[src/common/rtcal_pkg.sv]
package rtcal_pkg;

   // Clock and prescale figures
   localparam int unsigned REF_CLK_HZ    = 100_000_000;
   localparam int unsigned XTAL_HZ       = 32_768;
   localparam int unsigned TICK_HZ       = 1;
   localparam int unsigned PRESCALE_DIV  = XTAL_HZ / TICK_HZ;
   localparam int unsigned PRESCALE_W    = 15;
   localparam logic [PRESCALE_W-1:0] PRESCALE_LAST = PRESCALE_W'(PRESCALE_DIV - 1);
   localparam logic [PRESCALE_W-1:0] PRESCALE_HALF = PRESCALE_W'(PRESCALE_DIV / 2 - 1);

   // Counter spans
   localparam logic [5:0]  SEC_LAST  = 6'h3B;
   localparam logic [5:0]  MIN_LAST  = 6'h3B;
   localparam logic [4:0]  HOUR_LAST = 5'h17;
   localparam logic [14:0] DAY_LAST  = 15'h7FFF;

   // Interrupt source indices
   localparam int unsigned IRQ_N      = 7;
   localparam int unsigned IRQ_SEC    = 0;
   localparam int unsigned IRQ_MIN    = 1;
   localparam int unsigned IRQ_HOUR   = 2;
   localparam int unsigned IRQ_DAY    = 3;
   localparam int unsigned IRQ_ALARM1 = 4;
   localparam int unsigned IRQ_ALARM2 = 5;
   localparam int unsigned IRQ_SWATCH = 6;

   // Time of day and full time stamp
   typedef struct packed {
      logic [4:0] hours;
      logic [5:0] minutes;
      logic [5:0] seconds;
   } rtcal_tod_t;

   typedef struct packed {
      logic [14:0] days;
      rtcal_tod_t  tod;
   } rtcal_time_t;

   // Stopwatch states
   typedef enum logic [1:0] {
      RTCAL_SW_IDLE = 2'b01,
      RTCAL_SW_RUN  = 2'b10
   } rtcal_sw_state_t;

endpackage

[src/hw/rtcal_core.sv]
// Summary of operation
// - The crystal rate is prescaled to a once-per-second tick that alone advances the counters.
// - Seconds and minutes each span sixty values, minutes stepping when seconds wrap.
// - Hours span twenty-four values and days 32768, each stepping when the lower one wraps.
// - An enabled alarm raises its interrupt once the running time equals its programmed value.
// - The first alarm matches hours, minutes and seconds only, on any day.
// - The second alarm matches day, hours, minutes and seconds together.
// - The stopwatch loads a programmed value and decrements by one on each second tick.
// - An enabled stopwatch raises its interrupt on the tick where it underflows.
// - Separately enabled periodic interrupts fire per second, minute, hour and day rollover.
// - A calibration output toggles twice per second from the prescaler, giving a one hertz square wave.
// - Time keeping runs on its own always-on domain, unaffected by core low power.
module rtcal_core
   import rtcal_pkg::*;
(
   // Always-on clock and reset
   input  wire logic              ref_clk,
   input  wire logic              arst_n,
   // Crystal rate enable, one cycle per crystal period
   input  wire logic              xtal_tick,
   // Time set
   input  wire logic              time_load,
   input  wire rtcal_time_t       time_load_value,
   // Alarm programming
   input  wire rtcal_tod_t        alarm1_value,
   input  wire rtcal_time_t       alarm2_value,
   // Stopwatch control
   input  wire logic              swatch_load,
   input  wire logic [15:0]       swatch_load_value,
   // Interrupt enables and clears, one bit per source
   input  wire logic [IRQ_N-1:0]  irq_enable,
   input  wire logic [IRQ_N-1:0]  irq_clear,
   // Status and outputs
   output rtcal_time_t            time_now,
   output logic [15:0]            swatch_count,
   output logic                   swatch_running,
   output logic [IRQ_N-1:0]       irq_flags,
   output logic [IRQ_N-1:0]       irq_out,
   output logic                   calibration_tick_out
);

   logic            sec_tick;
   logic            half_wave;
   rtcal_time_t     next_time;
   logic            sec_wrap;
   logic            min_wrap;
   logic            hour_wrap;
   logic            day_wrap;
   logic [IRQ_N-1:0] events;
   logic [IRQ_N-1:0] next_flags;
   logic [IRQ_N-1:0] next_irq_out;
   rtcal_sw_state_t sw_state;
   rtcal_sw_state_t next_sw_state;
   logic [15:0]     next_swatch;
   logic            sw_underflow;

   // Prescaler on the always-on clock
   rtcal_prescaler u_prescaler (
      .ref_clk   (ref_clk),
      .arst_n    (arst_n),
      .xtal_tick (xtal_tick),
      .sec_tick  (sec_tick),
      .half_wave (half_wave)
   );

   // Equality of a time of day
   function automatic logic tod_match(input rtcal_tod_t a, input rtcal_tod_t b);
      tod_match = (a == b);
   endfunction

   // Cascaded counters
   always_comb begin
      next_time = time_now;
      sec_wrap  = sec_tick && (time_now.tod.seconds == SEC_LAST);
      min_wrap  = sec_wrap && (time_now.tod.minutes == MIN_LAST);
      hour_wrap = min_wrap && (time_now.tod.hours == HOUR_LAST);
      day_wrap  = hour_wrap && (time_now.days == DAY_LAST);
      if (time_load) begin
         next_time = time_load_value;
      end else if (sec_tick) begin
         next_time.tod.seconds = sec_wrap ? '0 : time_now.tod.seconds + 1'b1;
         if (sec_wrap) begin
            next_time.tod.minutes = min_wrap ? '0 : time_now.tod.minutes + 1'b1;
         end
         if (min_wrap) begin
            next_time.tod.hours = hour_wrap ? '0 : time_now.tod.hours + 1'b1;
         end
         if (hour_wrap) begin
            next_time.days = day_wrap ? '0 : time_now.days + 1'b1;
         end
      end
   end

   // Stopwatch next state
   always_comb begin
      next_sw_state = sw_state;
      next_swatch   = swatch_count;
      sw_underflow  = 1'b0;
      case (sw_state)
         RTCAL_SW_IDLE: begin
            if (swatch_load) begin
               next_swatch   = swatch_load_value;
               next_sw_state = RTCAL_SW_RUN;
            end
         end
         RTCAL_SW_RUN: begin
            if (swatch_load) begin
               next_swatch = swatch_load_value;
            end else if (sec_tick) begin
               next_swatch = swatch_count - 1'b1;
               if (swatch_count == '0) begin
                  sw_underflow  = 1'b1;
                  next_sw_state = RTCAL_SW_IDLE;
               end
            end
         end
         default: begin
            next_sw_state = RTCAL_SW_IDLE;
         end
      endcase
   end

   // Event sources and sticky flags
   always_comb begin
      events             = '0;
      events[IRQ_SEC]    = sec_tick;
      events[IRQ_MIN]    = sec_wrap;
      events[IRQ_HOUR]   = min_wrap;
      events[IRQ_DAY]    = hour_wrap;
      events[IRQ_ALARM1] = !time_load && !tod_match(time_now.tod, next_time.tod)
                           && tod_match(next_time.tod, alarm1_value);
      events[IRQ_ALARM2] = !time_load && (time_now != next_time)
                           && (next_time == alarm2_value);
      events[IRQ_SWATCH] = sw_underflow;
      // Set wins over clear
      next_flags   = (irq_flags & ~irq_clear) | events;
      next_irq_out = next_flags & irq_enable;
   end

   // Registered state
   always_ff @(posedge ref_clk or negedge arst_n) begin
      if (!arst_n) begin
         time_now             <= '0;
         sw_state             <= RTCAL_SW_IDLE;
         swatch_count         <= '0;
         swatch_running       <= 1'b0;
         irq_flags            <= '0;
         irq_out              <= '0;
         calibration_tick_out <= 1'b0;
      end else begin
         time_now             <= next_time;
         sw_state             <= next_sw_state;
         swatch_count         <= next_swatch;
         swatch_running       <= (next_sw_state == RTCAL_SW_RUN);
         irq_flags            <= next_flags;
         irq_out              <= next_irq_out;
         calibration_tick_out <= half_wave;
      end
   end

   // Checks
   a_sec_step: assert property (@(posedge ref_clk) disable iff (!arst_n)
      !sec_tick && !time_load |=> $stable(time_now))
      else $error("time moved without a second tick");
   a_sec_wrap: assert property (@(posedge ref_clk) disable iff (!arst_n)
      sec_tick && !time_load && time_now.tod.seconds == SEC_LAST |=>
      time_now.tod.seconds == '0 && time_now.tod.minutes != $past(time_now.tod.minutes))
      else $error("seconds wrap did not step minutes");
   a_hour_wrap: assert property (@(posedge ref_clk) disable iff (!arst_n)
      sec_tick && !time_load && time_now.tod == rtcal_tod_t'{HOUR_LAST, MIN_LAST, SEC_LAST}
      |=> time_now.tod == '0 && time_now.days == $past(time_now.days) + 1'b1)
      else $error("day did not step on hour wrap");
   a_alarm1_hit: assert property (@(posedge ref_clk) disable iff (!arst_n)
      events[IRQ_ALARM1] && !irq_clear[IRQ_ALARM1]
      |=> irq_flags[IRQ_ALARM1] && time_now.tod == alarm1_value)
      else $error("alarm one flag missing");
   a_alarm2_hit: assert property (@(posedge ref_clk) disable iff (!arst_n)
      $rose(irq_flags[IRQ_ALARM2]) |-> time_now == $past(alarm2_value))
      else $error("alarm two set without full match");
   a_sw_decr: assert property (@(posedge ref_clk) disable iff (!arst_n)
      swatch_running && sec_tick && !swatch_load |=> swatch_count == $past(swatch_count) - 1'b1)
      else $error("stopwatch did not decrement");
   a_sw_under: assert property (@(posedge ref_clk) disable iff (!arst_n)
      swatch_running && sec_tick && !swatch_load && swatch_count == '0
      |=> irq_flags[IRQ_SWATCH] && !swatch_running)
      else $error("stopwatch underflow missed");
   a_irq_gate: assert property (@(posedge ref_clk) disable iff (!arst_n)
      irq_out == (irq_flags & $past(irq_enable)))
      else $error("interrupt output not gated by enable");
   a_flag_sticky: assert property (@(posedge ref_clk) disable iff (!arst_n)
      irq_flags[IRQ_SEC] && !irq_clear[IRQ_SEC] |=> irq_flags[IRQ_SEC])
      else $error("flag dropped without clear");
   a_min_irq: assert property (@(posedge ref_clk) disable iff (!arst_n)
      sec_wrap |=> irq_flags[IRQ_MIN])
      else $error("minute flag missing");

   c_min_roll:  cover property (@(posedge ref_clk) disable iff (!arst_n) min_wrap);
   c_alarm1:    cover property (@(posedge ref_clk) disable iff (!arst_n) irq_out[IRQ_ALARM1]);
   c_sw_under:  cover property (@(posedge ref_clk) disable iff (!arst_n) sw_underflow);
   c_set_clear: cover property (@(posedge ref_clk) disable iff (!arst_n)
      events[IRQ_SEC] && irq_clear[IRQ_SEC]);

endmodule

[src/hw/rtcal_prescaler.sv]
// Divides the crystal clock to a one-per-second tick and a 1 Hz square wave
module rtcal_prescaler
   import rtcal_pkg::*;
(
   // Clock and reset
   input  wire logic ref_clk,
   input  wire logic arst_n,
   // Crystal enable and outputs
   input  wire logic xtal_tick,
   output logic      sec_tick,
   output logic      half_wave
);

   logic [PRESCALE_W-1:0] count;
   logic [PRESCALE_W-1:0] next_count;
   logic                  next_sec_tick;
   logic                  next_half_wave;

   // Count crystal edges, wrap each second
   always_comb begin
      next_count     = count;
      next_sec_tick  = 1'b0;
      next_half_wave = half_wave;
      if (xtal_tick) begin
         if (count == PRESCALE_LAST) begin
            next_count    = '0;
            next_sec_tick = 1'b1;
         end else begin
            next_count = count + 1'b1;
         end
         if (count == PRESCALE_LAST || count == PRESCALE_HALF) begin
            next_half_wave = ~half_wave;
         end
      end
   end

   // Prescaler state
   always_ff @(posedge ref_clk or negedge arst_n) begin
      if (!arst_n) begin
         count     <= '0;
         sec_tick  <= 1'b0;
         half_wave <= 1'b0;
      end else begin
         count     <= next_count;
         sec_tick  <= next_sec_tick;
         half_wave <= next_half_wave;
      end
   end

endmodule

[config.mk]
export PLATFORM = sky130hd
export DESIGN_NAME = rtcal_core
export DESIGN_NICKNAME = d
export VERILOG_FILES = /design/src/common/rtcal_pkg.sv /design/src/hw/rtcal_core.sv /design/src/hw/rtcal_prescaler.sv
export SDC_FILE = /design/constraint.sdc
export NUM_CORES = 1
export LEC_CHECK = 0
export ABC_AREA = 0
export BUFFER_PORTS_ARGS = -buffer_cell sky130_fd_sc_hd__buf_2
export CAP_MARGIN = 20
export CORE_MARGIN = 8
export CORE_UTILIZATION = 48
export DETAILED_ROUTE_END_ITERATION = 16
export PLACE_DENSITY = 0.82
export SYNTH_ARGS = -nofsm -noshare
export SYNTH_HDL_FRONTEND = slang
export SYNTH_SLANG_ARGS = --single-unit
[constraint.sdc]
create_clock -name ref_clk -period 2.84 [get_ports ref_clk]
set_input_delay 0.568 -clock ref_clk [delete_from_list [all_inputs] [get_ports ref_clk]]
set_output_delay 0.568 -clock ref_clk [all_outputs]
set_load 0.01 [all_outputs]
==> results.toml, run 1 <==
[status]
outcome = "complete, but fails checks"
violations = "negative setup slack"

[logic_synthesis]
synth_sequential_area_ratio_pct = 32.7
synthXorXnorAreaFrac_pct = 12.8
synth_common_cells = "dfrtp_1 (82), nand2_1 (65), o21ai_0 (59), nor2_1 (58), xnor2_1 (55)"
synth.area.top_cells = "dfrtp_1 (32%), xnor2_1 (7.6%), xor2_1 (4.8%)"
synth_area_mm2 = 0.00636
synth_seq_cells = 83
synth_compound_area_share_pct = 18.9
synth_top_area_share_pct = 32.3
synth-adder-area-share_pct = 1.57
synth_area_per_cell_um2 = 8.16
syn-instance-count = 779
synth.area.mux_share_pct = 1.32
synth_top_family_by_area = "simple AND/OR/NAND/NOR gates"
synth_enable_flop_cells = 0
syn-num-nets = 903
ys_types = 67
async_flop_share_pct = 100
ys_warn_count = 0
synth-main-ff-cell = "dfrtp_1"
synth_area_leader_cell = "dfrtp_1"
yosys.area_share.simple_pct = 27.4
yosys.cell_count.top_type = "dfrtp_1"

[timing]
worst_slew_pin_slew_ps = 729
setup_violations = 1
finalHoldViolCount = 0
clock.fmax_mhz = 342
clock_skew_ps = 9.80
rsz0062_at_grt = "yes"
drv_slew = 0
worst_slack_ps = -86.9
period_share_pct = 103
post-route-min-period_ps = 2930
slew_headroom_pct = 51.3

[critical_path]
crit_path_cell_trace = "ha_2 > and3b_2 > nand4_4 > buf_6 > or4_4 > a41oi_4 > xnor2_2 > o21ai_1 > or4bb_1 > o31ai_2"
cp_data_arrival_time_ps = 3200
crit_path_start_kind = "register"
path_buf_inv = 1
required_ps = 3110
critPathKind = "register to register"
critPathTopFamily = "simple AND/OR/NAND/NOR gates"
cp_slowest_stage_delay_ps = 520
worst-path-max-fanout = 3
critPathSlowestCell = "or4_4"
crit_path_end_kind = "register"
regToRegSetupSlack_ps = -90

[floorplan]
start_util_pct = 48.6
die_y_um = 131
coreArea_mm2 = 0.0131
fp.dieW_um = 131
fp.dieArea_mm2 = 0.0172
io_pins = 180
row_count = 42

[clock_tree]
h-tree-depth = 3
cts_buffer_depth = 2
root_buffer = "clkbuf_16"
cts_made_buffers = 9
cts_tree = "yes"
clkSinkCount = 83
clkTransAtPathRegs_ps = 70
clock_latency_ps = 360
hold_buffers = 0

[place]
place_ws_ps = -214
io_buffer_count = 179
dp.cells = 1213
gp_congestion = 0.996
dp_hpwl_um = 18400

[detailed_routing]
drtAntennaViolNets = 0
wl_um = 24600
avgRoutedWirePerCell_um = 19.8
drt_first_iter_violations = 700
remaining_drc_errors = 0
vias = 7472
drtPass1Iterations = 5
vias_per_cell = 6.00

[global_routing]
grt_pass1_vias = 7135
antenna_found_initial = 2
track_usage_pct = 27.8
grt_pass1_wl_um = 36900
grt_max_degree = 51
gr-total-overflow = 0

[final_layout]
area_delta_synth_final_pct = 43.0
fin_cells = 1246
drive_above_1_share_pct = 38.3
fillers = 1042
final_core_util_pct = 69.5
nets = 1188

[pwr]
power.leakage_nw = 4.07
vdd_ir_drop_max_uv = 301
pwr_density_cell_mw_per_mm2 = 500
total_power_w = 0.00455

[job]
cap_violations = 0

[worst_hold_path]
min_path_type = "primary input to async pin"
[cell type report]
class	instances	area, um2	share of cell area (%)
antenna	1	2.50	0.0275
inverter	34	128	1.40
clock inverter	7	61.3	0.675
tap	176	220	2.42
sequential	83	2080	22.9
multi-input combinational	614	4310	47.4
clock buffer	9	225	2.48
timing repair buffer	322	2060	22.6
[layer usage]
| metal | track usage [%] | vias up | wire [um] |
|---|---|---|---|
| met5 | 0 | - | 13 |
| met4 | 12.7 | 2 | 898 |
| met3 | 5.58 | 69 | 2560 |
| met2 | 43.4 | 457 | 11500 |
| met1 | 36.4 | 3532 | 9690 |
| li1 | - | 3412 | - |
[sequential cells by signal, summed over array words and instances, names as in the netlist]
signal,count
irq_flags,7
u_prescaler.count,15
swatch_running,1
sw_state,2
time_now,32
irq_out,7
swatch_count,16
u_prescaler.half_wave,1
calibration_tick_out,1
u_prescaler.sec_tick,1
[timing repair]
item                       in CTS  in global routing
gates resized for setup        32                 43
setup endpoints to repair       4                  6
pin swaps                       6                 17
gates cloned                    1                  0
buffers inserted                4                 11
[stage by stage]
step | hold WS [ps] | setup TNS (ps) | area, um2
after CTS | 277 | -11.5 | 8770
after global routing | 296 | -271 | 9090
after floorplan | 272 | 0 | 6380
after detailed placement | 381 | -502 | 8300
final | 236 | -86.9 | 9090
after global placement | 380 | -148 | 8300
[worst paths after layout]
kind,cells after the start,start,to
min in group ref_clk,0,u_prescaler.half_wave,calibration_tick_out
worst min register to register,0,u_prescaler.half_wave,calibration_tick_out
max in group asynchronous,2,arst_n,sw_state[0]
worst min-delay path,1,arst_n,time_now[21]
worst max-delay path,10,time_now[6],irq_out[5]
worst max register to register,10,time_now[6],irq_out[5]
[power by group]
group / switching [W] / internal [W]
registers: 0.000203 / 0.00140
clock network: 0.000558 / 0.000610
logic: 0.00102 / 0.000755
total: 0.00178 / 0.00276
[cells in the final DEF (no fill, tap or decap), types with 4 or more instances in the layout]
master / count
a211oi_1: 6
a21oi_1: 36
a22oi_1: 5
a31oi_1: 7
and2_1: 12
and3_1: 7
buf_12: 5
buf_2: 178
buf_4: 133
buf_6: 6
clkbuf_16: 9
dfrtp_1: 78
dfrtp_2: 4
ha_1: 6
inv_1: 33
mux2i_1: 5
nand2_1: 65
nand2b_1: 10
nand3_1: 29
nand3b_1: 6
nand4_1: 26
nor2_1: 57
nor2b_1: 7
nor3_1: 23
nor4_1: 18
nor4_2: 6
nor4_4: 7
o211ai_1: 5
o21ai_0: 49
o21ai_1: 8
o22ai_1: 7
o31ai_1: 9
or2_2: 6
or3_1: 11
or4_1: 4
xnor2_1: 53
xor2_1: 34
[kinds of logic after synthesis]
family          Yosys count
fa+ha+maj                 8
xor+xnor                 91
buf+inv                  83
mux                       8
simple gates            322
compound gates          184
flops                    83
[worst reg2reg max path, cell delays in order (launching register included)]
cell	delay, ps
dfrtp_2	360
ha_2	190
and3b_2	250
nand4_4	160
buf_6	180
or4_4	520
a41oi_4	290
xnor2_2	150
o21ai_1	80
or4bb_1	490
o31ai_2	180
No activity file was read; power rests on OpenSTA's default activity.
==> inputs of run 2 (changes only) <==
ABC_AREA = 1   (was 0)
PLACE_DENSITY = 0.83   (was 0.82)
==> run 2 against run 1 <==
Effect of this change:
- the run now ends clean
- final area is 19% lower
- area after synthesis decreased by 6.8%
- power decreased by 5.0%
- worst hold slack improved by 29 ps
- first-iteration DRC count shrank 38%
- sequential power is 3% higher
- critical path depth is 7 higher
- clock power increased by 6%
- sequential cell count unchanged
- clock skew down 5.1 ps
- combinational power shrank 19%
- register-to-register slack improved by 300 ps
- critical path type unchanged
==> results.toml, run 2 <==
[logic_synthesis]
synth_area_leader_cell = "dfrtp_1"
synth_common_cells = "nand2_1 (261), inv_1 (122), nor2_1 (83), dfrtp_1 (82), nand3_1 (77)"
synth_area_per_cell_um2 = 6.79
synth_seq_cells = 83
syn-instance-count = 872
synth_enable_flop_cells = 0
syn-num-nets = 996
ys_warn_count = 0
synth_area_mm2 = 0.00592
synth.area.mux_share_pct = 0
synth_sequential_area_ratio_pct = 35.1
yosys.cell_count.top_type = "nand2_1"
synth_compound_area_share_pct = 9.42
synth_top_area_share_pct = 34.6
synth.area.top_cells = "dfrtp_1 (35%), nand2_1 (17%), inv_1 (7.7%)"
async_flop_share_pct = 100
ys_types = 47
synthXorXnorAreaFrac_pct = 6.95
synth-main-ff-cell = "dfrtp_1"
yosys.area_share.simple_pct = 37.4
synth_top_family_by_area = "simple AND/OR/NAND/NOR gates"
synth-adder-area-share_pct = 1.69

[detailed_routing]
remaining_drc_errors = 0
drtAntennaViolNets = 0
drt_first_iter_violations = 431
drtPass1Iterations = 6
wl_um = 17300
avgRoutedWirePerCell_um = 14.3
vias_per_cell = 5.14
vias = 6230

[pwr]
combPwrFrac_pct = 33.3
switching_share_pct = 37.6
p_clk_share_pct = 28.6
intPower_w = 0.00269
pwr_density_cell_mw_per_mm2 = 584
vdd_ir_drop_max_uv = 289
pwr-share-seq_pct = 38.1
power_switching_w = 0.00162
power.leakage_nw = 4.14

[clock_tree]
hold_buffers = 0
h-tree-depth = 3
cts_made_buffers = 9
clkTransAtPathRegs_ps = 70
clkSinkCount = 83
root_buffer = "clkbuf_16"
clock_latency_ps = 340
cts_buffer_depth = 2
cts_tree = "yes"

[final_layout]
nets = 1185
area_delta_synth_final_pct = 24.7
fin_cells = 1213
regMostFlops = "time_now"
largest_reg_flops = 32
layout_commonest_cell = "nand2_1"
final_core_util_pct = 61.5
top_regs = "time_now x32, swatch_count x16, u_prescaler.count x15"
mostFrequentLayoutCells = "nand2_1 (261), buf_2 (178), inv_1 (122), nor2_1 (83), dfrtp_1 (80)"
drive_above_1_share_pct = 24.4
antennaDiodeCount = 0
fillers = 1127

[critical_path]
required_ps = 3110
cp_slowest_stage_delay_ps = 410
reg2regPathDepth = 17
regToRegSetupSlack_ps = 210
crit_path_start_kind = "register"
worst-path-max-fanout = 13
rr_startpoint = "time_now[6]"
crit_path_cell_trace = "ha_2 > inv_1 > nor2_1 > nand3_2 > nor2_8 > nand2_4 > nor2_1 > nand2_1 > nand2_1 > o21ai_0 > nand2_1 > nand3_1 > nor2_1 > nand2_1 > nor2_2 > nand3_2 > a21oi_2"
cp_data_arrival_time_ps = 2900
crit_path_end_kind = "register"
critPathKind = "register to register"
critPathTopFamily = "simple AND/OR/NAND/NOR gates"
critPathSlowestCell = "dfrtp_2"
worst_r2r_endpoint = "irq_out[5]"
cp_common_cell = "nand2_1"
path_buf_inv = 1

[timing]
drv_slew = 0
worst_slew_pin_slew_ps = 686
post-route-min-period_ps = 2630
slew_headroom_pct = 54.0
clock_skew_ps = 4.71
period_share_pct = 92.6
setup_violations = 0
clock.fmax_mhz = 380
fin_tns_setup_ps = 0
finalHoldViolCount = 0
whs_ps = 266
rsz0062_at_grt = "no"

[global_routing]
grt_pass1_vias = 6011
gr-total-overflow = 0
grt_max_degree = 50
track_usage_pct = 21.4
antenna_found_initial = 0
grt_pass1_wl_um = 28500

[floorplan]
fp.dieArea_mm2 = 0.0162
start_util_pct = 49.3
io_pins = 180
row_count = 40
die_y_um = 127
coreArea_mm2 = 0.0120
fp.dieW_um = 127

[place]
gp_congestion = 0.950
io_buffer_count = 179
dp.cells = 1195
dp_hpwl_um = 13700

[status]
outcome = "completed"

[worst_hold_path]
min_path_type = "primary input to async pin"

[job]
cap_violations = 0
run 2: power by group through the flow:
stage	sequential [W]	combinational, W	clock [W]
global placement	0.00166	0.00140	0
detailed placement	0.00166	0.00143	0
finish	0.00165	0.00144	0.00124
floorplan	0.00170	0.000873	0
global route	0.00168	0.00163	0.00131
CTS	0.00164	0.00144	0.00126
run 2: worst max path at each step:
stage	from	end	slack [ps]	cells past startpoint
2_1_floorplan	time_now[6]	irq_out[5]	590	18
3_3_place_gp	time_now[6]	irq_out[5]	250	17
3_5_place_dp	time_now[7]	irq_out[5]	120	17
4_1_cts	time_now[6]	irq_out[5]	100	17
5_1_grt	time_now[7]	irq_out[5]	20	17
6_report	time_now[6]	irq_out[5]	210	17
run 2: cells by family (layout without fill, tap and decap cells):
family / count (synthesis) / after routing
xor gates and xnor gates: 47 / 47
adders and majority gates: 8 / 8
and+or+nand+nor: 497 / 497
DFF: 83 / 83
AOI/OAI and AO/OA: 94 / 94
buffers and inverters: 143 / 337
run 2: routing by layer:
| layer | wire [um] | vias up | GRT usage (%) |
|---|---|---|---|
| li1 | - | 3153 | - |
| met1 | 7610 | 2790 | 26.8 |
| met2 | 8090 | 255 | 35.8 |
| met3 | 1270 | 32 | 4.58 |
| met4 | 353 | 0 | 7.42 |
| met5 | 0 | - | 0 |
run 2: repair_timing:
item	CTS	global route
resized for setup	0	4
endpoints found under the setup margin	0	2
setup buffers	0	2
run 2: stage by stage:
| step | total power (W) | worst slack, ps | area (um2) |
|---|---|---|---|
| 2_1_floorplan | 0.00257 | 586 | 5920 |
| 3_3_place_gp | 0.00306 | 250 | 7040 |
| 4_1_cts | 0.00435 | 96.5 | 7350 |
| 5_1_grt | 0.00463 | 18.4 | 7390 |
| 6_report | 0.00432 | 211 | 7390 |
| 3_5_place_dp | 0.00309 | 118 | 7040 |
run 2: final cells by class:
| cell class | count | area (um2) | area share, % |
|---|---|---|---|
| inverters | 129 | 484 | 6.55 |
| clock inverters | 6 | 73.8 | 0.999 |
| well taps | 147 | 184 | 2.49 |
| clock buffers | 10 | 239 | 3.23 |
| multi-input cells | 646 | 3290 | 44.6 |
| flip-flops and latches | 83 | 2080 | 28.2 |
| repair buffers | 192 | 1030 | 14.0 |
